==> src/include/aux_ctl_pkg.sv <==
// What the document requires of source and sink
// Source is sole requester; sink only replies to requests.
// Hot plug detection moves the source controller into idle.
// Sink is idle whenever it drives hot plug detect asserted.
// Source-monitoring sink waits in source-wait state until source detected.
// Source idle is talk mode; sink idle is listen mode.
// After sending a request source goes pending, listens, issues nothing new.
// Sink receiving a request goes reply pending and talks.
// Sink replies within 300 us or silently returns idle.
// Source reply timer of 400 us starts on pending; timeout returns idle.
// Connector power may be off only in reset; on in other states.
// Unplugged to idle on detect; back to unplugged on loss; reset anytime.
// Sink off drops detect; source-wait powers on, detect low.
// Sink idle and pending assert detect and power; loss goes source-wait.
// Sink stays idle when source writes 2 to location 600h.
// Power-saving sink replies within 1 ms of channel activity.
// Never both talking or listening; sink timeout shorter; timeout goes idle.
// No nested transactions: reply or timeout before next request.
// Requests start only on policy submission, in submission order; automatic retries after a reply timeout start without one.
// NACK and DEFER outcomes pass up to the policy maker.
// At most 16 data bytes per transaction.
// No transaction occupies the channel beyond 500 us at 1 Mbit/s; this block times only the request phase against 500 us.
// Reset state while reset asserted; unplugged after release.
// On entering unplugged, report hot plug level upward.
// Retry at least three times after a reply timeout.
// Report each outcome as one-cycle event; accept requests only in idle.
//
// Purpose: constants for the auxiliary channel source link controller
// Assumes: 40 MHz system clock
// Notes:   times are kept in their own unit and converted to cycles here
package aux_ctl_pkg;
  localparam int CLK_MHZ          = 40;
  localparam int REPLY_WAIT_US    = 400;
  localparam int MAX_TXN_US       = 500;
  localparam int REPLY_WAIT_CYC   = REPLY_WAIT_US * CLK_MHZ;
  localparam int MAX_TXN_CYC      = MAX_TXN_US * CLK_MHZ;
  localparam int TMR_W            = 15;
  localparam int MAX_BYTES        = 16;
  localparam int LEN_W            = 5;
  localparam int MIN_RETRIES      = 3;
  localparam int MAX_TIMEOUTS     = MIN_RETRIES + 1;
  localparam int RETRY_W          = 3;

  typedef enum logic [1:0] {
    OUT_ACK,
    OUT_NACK,
    OUT_DEFER,
    OUT_TIMEOUT
  } outcome_t;

  typedef enum logic [1:0] {
    REPLY_ACK,
    REPLY_NACK,
    REPLY_DEFER,
    REPLY_OTHER
  } reply_code_t;

  typedef enum logic [1:0] {
    source_reset_state,
    source_unplugged_state,
    source_idle_state,
    source_request_pending_state
  } src_state_t;
endpackage

==> src/verilog/aux_wait_timer.sv <==
// Purpose: loadable down-counter flagging expiry of a wait window
// Assumes: start has priority over counting
// Notes:   expired pulses one cycle, one edge after count reaches one
`timescale 1ns/1ps
module aux_wait_timer
  import aux_ctl_pkg::*;
(
  input  wire logic             clk_in,
  input  wire logic             sys_rst_in,
  input  wire logic             ce_in,
  input  wire logic             start_in,
  input  wire logic             stop_in,
  input  wire logic [TMR_W-1:0] load_in,
  output logic                  expired_out
);
  typedef struct packed {
    logic [TMR_W-1:0] count;
    logic             run;
    logic             expired;
  } tmr_t;

  tmr_t r;
  tmr_t next_r;

  always_comb begin
    next_r = r;
    next_r.expired = 1'b0;
    if (start_in) begin
      next_r.count = load_in;
      next_r.run   = 1'b1;
    end else if (stop_in) begin
      next_r.run = 1'b0;
    end else if (r.run) begin
      if (r.count == TMR_W'(1)) begin
        next_r.expired = 1'b1;
        next_r.run     = 1'b0;
      end
      next_r.count = r.count - TMR_W'(1);
    end
  end

  always_ff @(posedge clk_in or posedge sys_rst_in) begin
    if (sys_rst_in) begin
      r <= '0;
    end else if (ce_in) begin
      r <= next_r;
    end
  end

  assign expired_out = r.expired;
endmodule

==> src/verilog/aux_retry_count.sv <==
// Purpose: counts consecutive reply timeouts of one submitted request
// Assumes: clear on any reply or new submission
// Notes:   saturates so a dead sink cannot wrap the count
`timescale 1ns/1ps
module aux_retry_count
  import aux_ctl_pkg::*;
(
  input  wire logic               clk_in,
  input  wire logic               sys_rst_in,
  input  wire logic               ce_in,
  input  wire logic               clear_in,
  input  wire logic               bump_in,
  output logic [RETRY_W-1:0]      count_out,
  output logic                    exhausted_out
);
  typedef struct packed {
    logic [RETRY_W-1:0] count;
  } rc_t;

  rc_t r;
  rc_t next_r;

  always_comb begin
    next_r = r;
    if (clear_in) begin
      next_r.count = '0;
    end else if (bump_in && r.count != RETRY_W'(MAX_TIMEOUTS)) begin
      next_r.count = r.count + RETRY_W'(1);
    end
  end

  always_ff @(posedge clk_in or posedge sys_rst_in) begin
    if (sys_rst_in) begin
      r <= '0;
    end else if (ce_in) begin
      r <= next_r;
    end
  end

  assign count_out     = r.count;
  // Original attempt plus every retry may time out before giving up
  assign exhausted_out = (r.count == RETRY_W'(MAX_TIMEOUTS));
endmodule

==> src/verilog/aux_source_ctl.sv <==
// Purpose: source-side link state control of the auxiliary channel
// Assumes: all inputs synchronous to clk_in; the sink keeps its own rules
// Notes:   the serial PHY is outside; this block decides turns and outcomes
`timescale 1ns/1ps
module aux_source_ctl
  import aux_ctl_pkg::*;
(
  input  wire logic             clk_in,
  input  wire logic             sys_rst_in,
  input  wire logic             ce_in,
  input  wire logic             enable_in,
  input  wire logic             hpd_in,
  input  wire logic             req_valid_in,
  input  wire logic [LEN_W-1:0] req_len_in,
  input  wire logic             phy_req_done_in,
  input  wire logic             phy_reply_valid_in,
  input  wire reply_code_t      phy_reply_code_in,
  output logic                  req_ready_out,
  output logic                  req_reject_out,
  output logic                  phy_start_out,
  output logic                  talk_mode_out,
  output logic                  connector_power_out,
  output logic                  channel_avail_out,
  output logic                  hpd_report_out,
  output logic                  hpd_level_out,
  output logic                  outcome_valid_out,
  output outcome_t              outcome_out,
  output logic                  retry_out,
  output src_state_t            state_out
);
  typedef struct packed {
    src_state_t       state;
    logic             sending;
    logic [LEN_W-1:0] len;
    logic             req_ready;
    logic             req_reject;
    logic             phy_start;
    logic             talk;
    logic             power;
    logic             avail;
    logic             hpd_report;
    logic             hpd_level;
    logic             out_valid;
    outcome_t         outcome;
    logic             retry;
  } st_t;

  st_t r;
  st_t next_r;

  logic             tmr_start;
  logic             tmr_stop;
  logic             reply_expired;
  logic             busy_expired;
  logic             rc_clear;
  logic             rc_bump;
  logic             rc_exhausted;
  logic [RETRY_W-1:0] rc_count;

  // Reply window opens on entry to pending
  // Expiry is registered one edge late, so the load is one short of the window
  aux_wait_timer u_reply_tmr (
    .clk_in      (clk_in),
    .sys_rst_in  (sys_rst_in),
    .ce_in       (ce_in),
    .start_in    (tmr_start),
    .stop_in     (tmr_stop),
    .load_in     (TMR_W'(REPLY_WAIT_CYC - 1)),
    .expired_out (reply_expired)
  );

  // Guards the request phase of one transaction; its expiry is acted on only while sending
  aux_wait_timer u_busy_tmr (
    .clk_in      (clk_in),
    .sys_rst_in  (sys_rst_in),
    .ce_in       (ce_in),
    .start_in    (r.phy_start),
    .stop_in     (tmr_stop),
    .load_in     (TMR_W'(MAX_TXN_CYC)),
    .expired_out (busy_expired)
  );

  aux_retry_count u_retry (
    .clk_in        (clk_in),
    .sys_rst_in    (sys_rst_in),
    .ce_in         (ce_in),
    .clear_in      (rc_clear),
    .bump_in       (rc_bump),
    .count_out     (rc_count),
    .exhausted_out (rc_exhausted)
  );

  always_comb begin
    next_r = r;
    tmr_start = 1'b0;
    tmr_stop  = 1'b0;
    rc_clear  = 1'b0;
    rc_bump   = 1'b0;
    next_r.req_reject = 1'b0;
    next_r.phy_start  = 1'b0;
    next_r.hpd_report = 1'b0;
    next_r.out_valid  = 1'b0;
    next_r.retry      = 1'b0;
    unique case (r.state)
      source_reset_state: begin
        if (enable_in) begin
          next_r.state      = source_unplugged_state;
          next_r.hpd_report = 1'b1;
          next_r.hpd_level  = hpd_in;
        end
      end
      source_unplugged_state: begin
        if (hpd_in) begin
          next_r.state = source_idle_state;
        end
      end
      source_idle_state: begin
        if (!hpd_in) begin
          next_r.state      = source_unplugged_state;
          next_r.sending    = 1'b0;
          next_r.hpd_report = 1'b1;
          next_r.hpd_level  = hpd_in;
          tmr_stop          = 1'b1;
          // A stale retry must not fire after the sink comes back
          rc_clear          = 1'b1;
        end else if (r.sending) begin
          // Stays talking until the PHY reports the stop condition
          if (phy_req_done_in) begin
            next_r.state   = source_request_pending_state;
            next_r.sending = 1'b0;
            tmr_start      = 1'b1;
          end else if (busy_expired) begin
            next_r.sending   = 1'b0;
            next_r.out_valid = 1'b1;
            next_r.outcome   = OUT_TIMEOUT;
            // Abort ends the request, so no retry follows
            rc_clear         = 1'b1;
          end
        end else if (!rc_exhausted && rc_count != '0) begin
          // Automatic retry of the last request after a reply timeout
          next_r.sending   = 1'b1;
          next_r.phy_start = 1'b1;
          next_r.retry     = 1'b1;
        end else if (req_valid_in && r.req_ready) begin
          if (req_len_in > LEN_W'(MAX_BYTES)) begin
            next_r.req_reject = 1'b1;
          end else begin
            next_r.len       = req_len_in;
            next_r.sending   = 1'b1;
            next_r.phy_start = 1'b1;
            rc_clear         = 1'b1;
          end
        end
      end
      source_request_pending_state: begin
        if (!hpd_in) begin
          next_r.state      = source_unplugged_state;
          next_r.hpd_report = 1'b1;
          next_r.hpd_level  = hpd_in;
          tmr_stop          = 1'b1;
          rc_clear          = 1'b1;
        end else if (phy_reply_valid_in) begin
          next_r.state     = source_idle_state;
          tmr_stop         = 1'b1;
          rc_clear         = 1'b1;
          next_r.out_valid = 1'b1;
          unique case (phy_reply_code_in)
            REPLY_NACK:  next_r.outcome = OUT_NACK;
            REPLY_DEFER: next_r.outcome = OUT_DEFER;
            default:     next_r.outcome = OUT_ACK;
          endcase
        end else if (reply_expired) begin
          next_r.state = source_idle_state;
          tmr_stop     = 1'b1;
          rc_bump      = 1'b1;
          // Only the timeout of the last retry reaches the policy maker
          if (rc_count == RETRY_W'(MIN_RETRIES)) begin
            next_r.out_valid = 1'b1;
            next_r.outcome   = OUT_TIMEOUT;
          end
        end
      end
    endcase
    if (!enable_in) begin
      next_r.state   = source_reset_state;
      next_r.sending = 1'b0;
      tmr_stop       = 1'b1;
      rc_clear       = 1'b1;
    end
    next_r.talk      = (next_r.state == source_idle_state);
    next_r.power     = (next_r.state != source_reset_state);
    next_r.avail     = (next_r.state == source_idle_state);
    next_r.req_ready = (next_r.state == source_idle_state) && !next_r.sending
                       && (rc_count == '0 || rc_exhausted) && !rc_bump;
  end

  always_ff @(posedge clk_in or posedge sys_rst_in) begin
    if (sys_rst_in) begin
      r <= '0;
    end else if (ce_in) begin
      r <= next_r;
    end
  end

  assign req_ready_out       = r.req_ready;
  assign req_reject_out      = r.req_reject;
  assign phy_start_out       = r.phy_start;
  assign talk_mode_out       = r.talk;
  assign connector_power_out = r.power;
  assign channel_avail_out   = r.avail;
  assign hpd_report_out      = r.hpd_report;
  assign hpd_level_out       = r.hpd_level;
  assign outcome_valid_out   = r.out_valid;
  assign outcome_out         = r.outcome;
  assign retry_out           = r.retry;
  assign state_out           = r.state;
endmodule

==> config.mk <==
export PLATFORM = sky130hd
export DESIGN_NAME = aux_source_ctl
export DESIGN_NICKNAME = d
export VERILOG_FILES = /design/src/include/aux_ctl_pkg.sv /design/src/verilog/aux_wait_timer.sv /design/src/verilog/aux_retry_count.sv /design/src/verilog/aux_source_ctl.sv
export SDC_FILE = /design/constraint.sdc
export NUM_CORES = 1
export LEC_CHECK = 0
export ABC_AREA = 0
export BUFFER_PORTS_ARGS = -buffer_cell sky130_fd_sc_hd__buf_4
export CELL_PAD_IN_SITES_DETAIL_PLACEMENT = 2
export CELL_PAD_IN_SITES_GLOBAL_PLACEMENT = 2
export CORE_ASPECT_RATIO = 0.9
export CORE_MARGIN = 4
export CORE_UTILIZATION = 34
export DETAILED_ROUTE_END_ITERATION = 12
export PLACE_DENSITY = 0.76
export SETUP_SLACK_MARGIN = 0.05
export SYNTH_ARGS = -nofsm -noshare
export SYNTH_HDL_FRONTEND = slang
export SYNTH_SLANG_ARGS = --single-unit
==> constraint.sdc <==
create_clock -name clk_in -period 1.8 [get_ports clk_in]
set_input_delay 0 -clock clk_in [delete_from_list [all_inputs] [get_ports clk_in]]
set_output_delay 0 -clock clk_in [all_outputs]
set_load 0.01 [all_outputs]
==> metrics.txt <==
worst path bufs/invs=1; share of layout cells above drive strength 1=38.4%; site row count=32; root buffer cell=clkbuf_8; final wirelength=13,000 µm; min Tclk post-route=1.85 ns; CP Capture Type=flip-flop; post-synthesis instance area=3120 µm²; Clock Power Share=21.7%; TritonCTS clock tree=yes; maximum buffer depth of the clock tree=2; power per cell area=920 nW/µm²; max-cap viol count=0; Final Cycle Share=103%; Worst R2R Path Depth=5; DRC viols=0; pre-CTS WS=-0.241 ns; synthesis warning total=0; reg2reg end=u_reply_tmr.r[11]; setup TNS=-0.0898 ns; DRT antenna net count=0; Ant. Diodes=0; Peak VDD IR=0.000360 V; register area=1280 µm²; final-stage net count=413; EDFF count, synth=0; DP Area=3670 µm²; Post-synth ARST share=100%; post-route setup slack=-0.0500 ns; drt first pass iters=4; largest net degree at the start of global routing=44; clk_lat worst skew=0.32 ns; fin area=4200 µm²; area grow syn2layout=34.4%; vias=3,155; cell chain of the critical path=buf_4, or4_4, nor4_4, nor3_1, o31ai_1; GR Overflow Total=0; crit-path max cell delay=0.60 ns; Post-Syn Area per Cell=9.79 µm²; GR peak layer=met2; final setup violation count=4; Max Transition Viols Final=0; core region area=8770 µm²; FF-to-FF setup slack=-0.05 ns; critical path arrival=2.07 ns; Crit Path Class=reg2reg; DIE WIDTH=109 µm; most frequent cells in the layout=buf_4 (79), dfrtp_1 (47), inv_1 (17), nand2_1 (16), o21ai_0 (15); Final Skew=0.0141 ns; Post-Syn Instances=319; Critical Path RT=2.02 ns; M2 GR Usage=36.8%; Sinks on Clock Net=51; Port-buffer cells=28; Seq/Total Area, Yosys=40.9%; DR iter-0 viols=115; HPWL Detailed=7470 µm; fin cells=510; effective utilization at floorplan=35.6%; met1 GRT Util=27.6%; CP Max Fanout=6; Top Ports=29; Post-Place Cells=486; Die ar.=10,800 µm²; Tot GR Track Use=21.4%; CP Capture Point=u_reply_tmr.r[11]; die height=98.9 µm; critical path startpoint=u_reply_tmr.r[3]; ys flop type=dfrtp_1; first-pass GRT wire length=18,400 µm; Worst setup SP type=flip-flop; most common cell after layout, fill and taps aside=buf_4; number of cells on the critical path=5; Inserted Clock Buffers=5; Pwr Total=3.86 mW; R2R Path Start=u_reply_tmr.r[3]; met3 Usage GRT=3.54%; fmax=541 MHz; Synth Net Count=341; Slew HR=62.1%; vias per cell=6.19; Worst-Margin Slew=0.562 ns; Synth Register Bits=51; CP max stage cell=or4_4; count of cell types in the netlist=70; antenna violations before repair=0; WHS=0.0336 ns; Leak=1.75 nW; FILL cells=899; Multi-input gate area=1890 µm²; Gate power share=37.9%; CP top delay family=simple AND/OR/NAND/NOR gates; Worst Hold Class=in2reg; Hold Violations, Final=0; wire per inst=25.5 µm; CTS clk-pin slew, worst paths=0.10 ns; Final Core Density=47.9%; status=complete, but fails checks; Pint=2.39 mW; RePlAce Congestion=0.758; Seq pwr share=40.4%; RSZ-0062 raised after global routing=true; H-tree levels=2; Psw=1.47 mW; Sw Share=38.1%; vias in the first global route=3,384; failing checks=setup timing
[final cells by class]
type                    count  share of cell area (%)
well taps                 119                    3.55
inverters                  22                    1.97
repair buffers             86                    16.3
clock buffers               5                    1.64
multi-input cells         225                    45.1
flip-flops and latches     51                    30.5
clock inverters             2                   0.894
[how the worst min path moves through the flow]
stage	start	endpoint	slack, ns	cells past startpoint
2_1_floorplan	enable_in	state_out[0]	0.16	2
3_3_place_gp	sys_rst_in	u_busy_tmr.r[8]	-0.05	2
3_5_place_dp	sys_rst_in	u_busy_tmr.r[8]	-0.05	2
4_1_cts	ce_in	state_out[1]	0.02	2
5_1_grt	ce_in	state_out[1]	0.04	2
6_report	ce_in	state_out[1]	0.03	2
[cell families after synthesis]
family / after synthesis / share of synthesized area [%]
and+or+nand+nor: 112 / 23.8
AOI/OAI and AO/OA: 101 / 24.2
DFF: 51 / 40.9
buffers and inverters: 43 / 6.77
adders and majority gates: 7 / 2.80
muxes: 4 / 1.36
xor gates and xnor gates: 1 / 0.280
[what timing repair did]
item | CTS | global route
pin swaps | 5 | 13
setup endpoints to repair | 20 | 30
resized for setup | 29 | 31
gates cloned | 0 | 0
hold buffers | 3 | 0
hold endpoints to repair | 53 | 0
setup buffers | 8 | 6
[state kept, by name, summed over array words and instances (netlist names), 2 cells and up]
signal,cells
state_out,2
outcome_out,2
u_busy_tmr.r,16
u_reply_tmr.r,16
u_retry.count_out,3
[power groups by stage]
stage	Combinational (mW)	Clock [mW]	Sequential [mW]
floorplan	0.679	0	1.48
global placement	1.05	0	1.51
detailed placement	1.13	0	1.52
CTS	1.26	0.845	1.51
global route	1.56	0.897	1.59
finish	1.46	0.839	1.56
[cell usage after synthesis, types with 3 or more instances]
cell,count,share of area [%]
nor2b_1,3,0.60
a31oi_1,6,1.2
or3_1,7,1.4
o31ai_1,16,3.8
a21oi_1,14,2.2
a21o_1,4,0.96
nor4_4,3,2.0
o41ai_1,4,1.1
ha_1,7,2.8
clkbuf_1,6,0.72
nand3_1,6,0.96
nand2_1,17,2.0
dfrtp_1,51,41
o21a_1,3,0.72
and3_1,3,0.60
inv_1,22,2.6
nand3b_1,3,0.72
nor4_1,6,1.2
o211a_1,5,1.6
nor2_1,9,1.1
nand4_1,10,2.0
a41oi_1,3,0.84
a32oi_1,3,0.84
o21ai_0,16,2.6
or4_1,6,1.4
o2bb2ai_1,3,0.84
buf_2,4,0.64
buf_4,8,1.9
nor3_1,12,1.9
nand2b_1,5,1.0
[metal layers]
layer  part of all wire [%]  vias to the layer above
met1                     42                     1672
li1                       -                     1366
met2                     52                       97
met5                      0                        -
met3                    3.9                       20
met4                    2.0                        0
No activity file was read; power rests on OpenSTA's default activity.
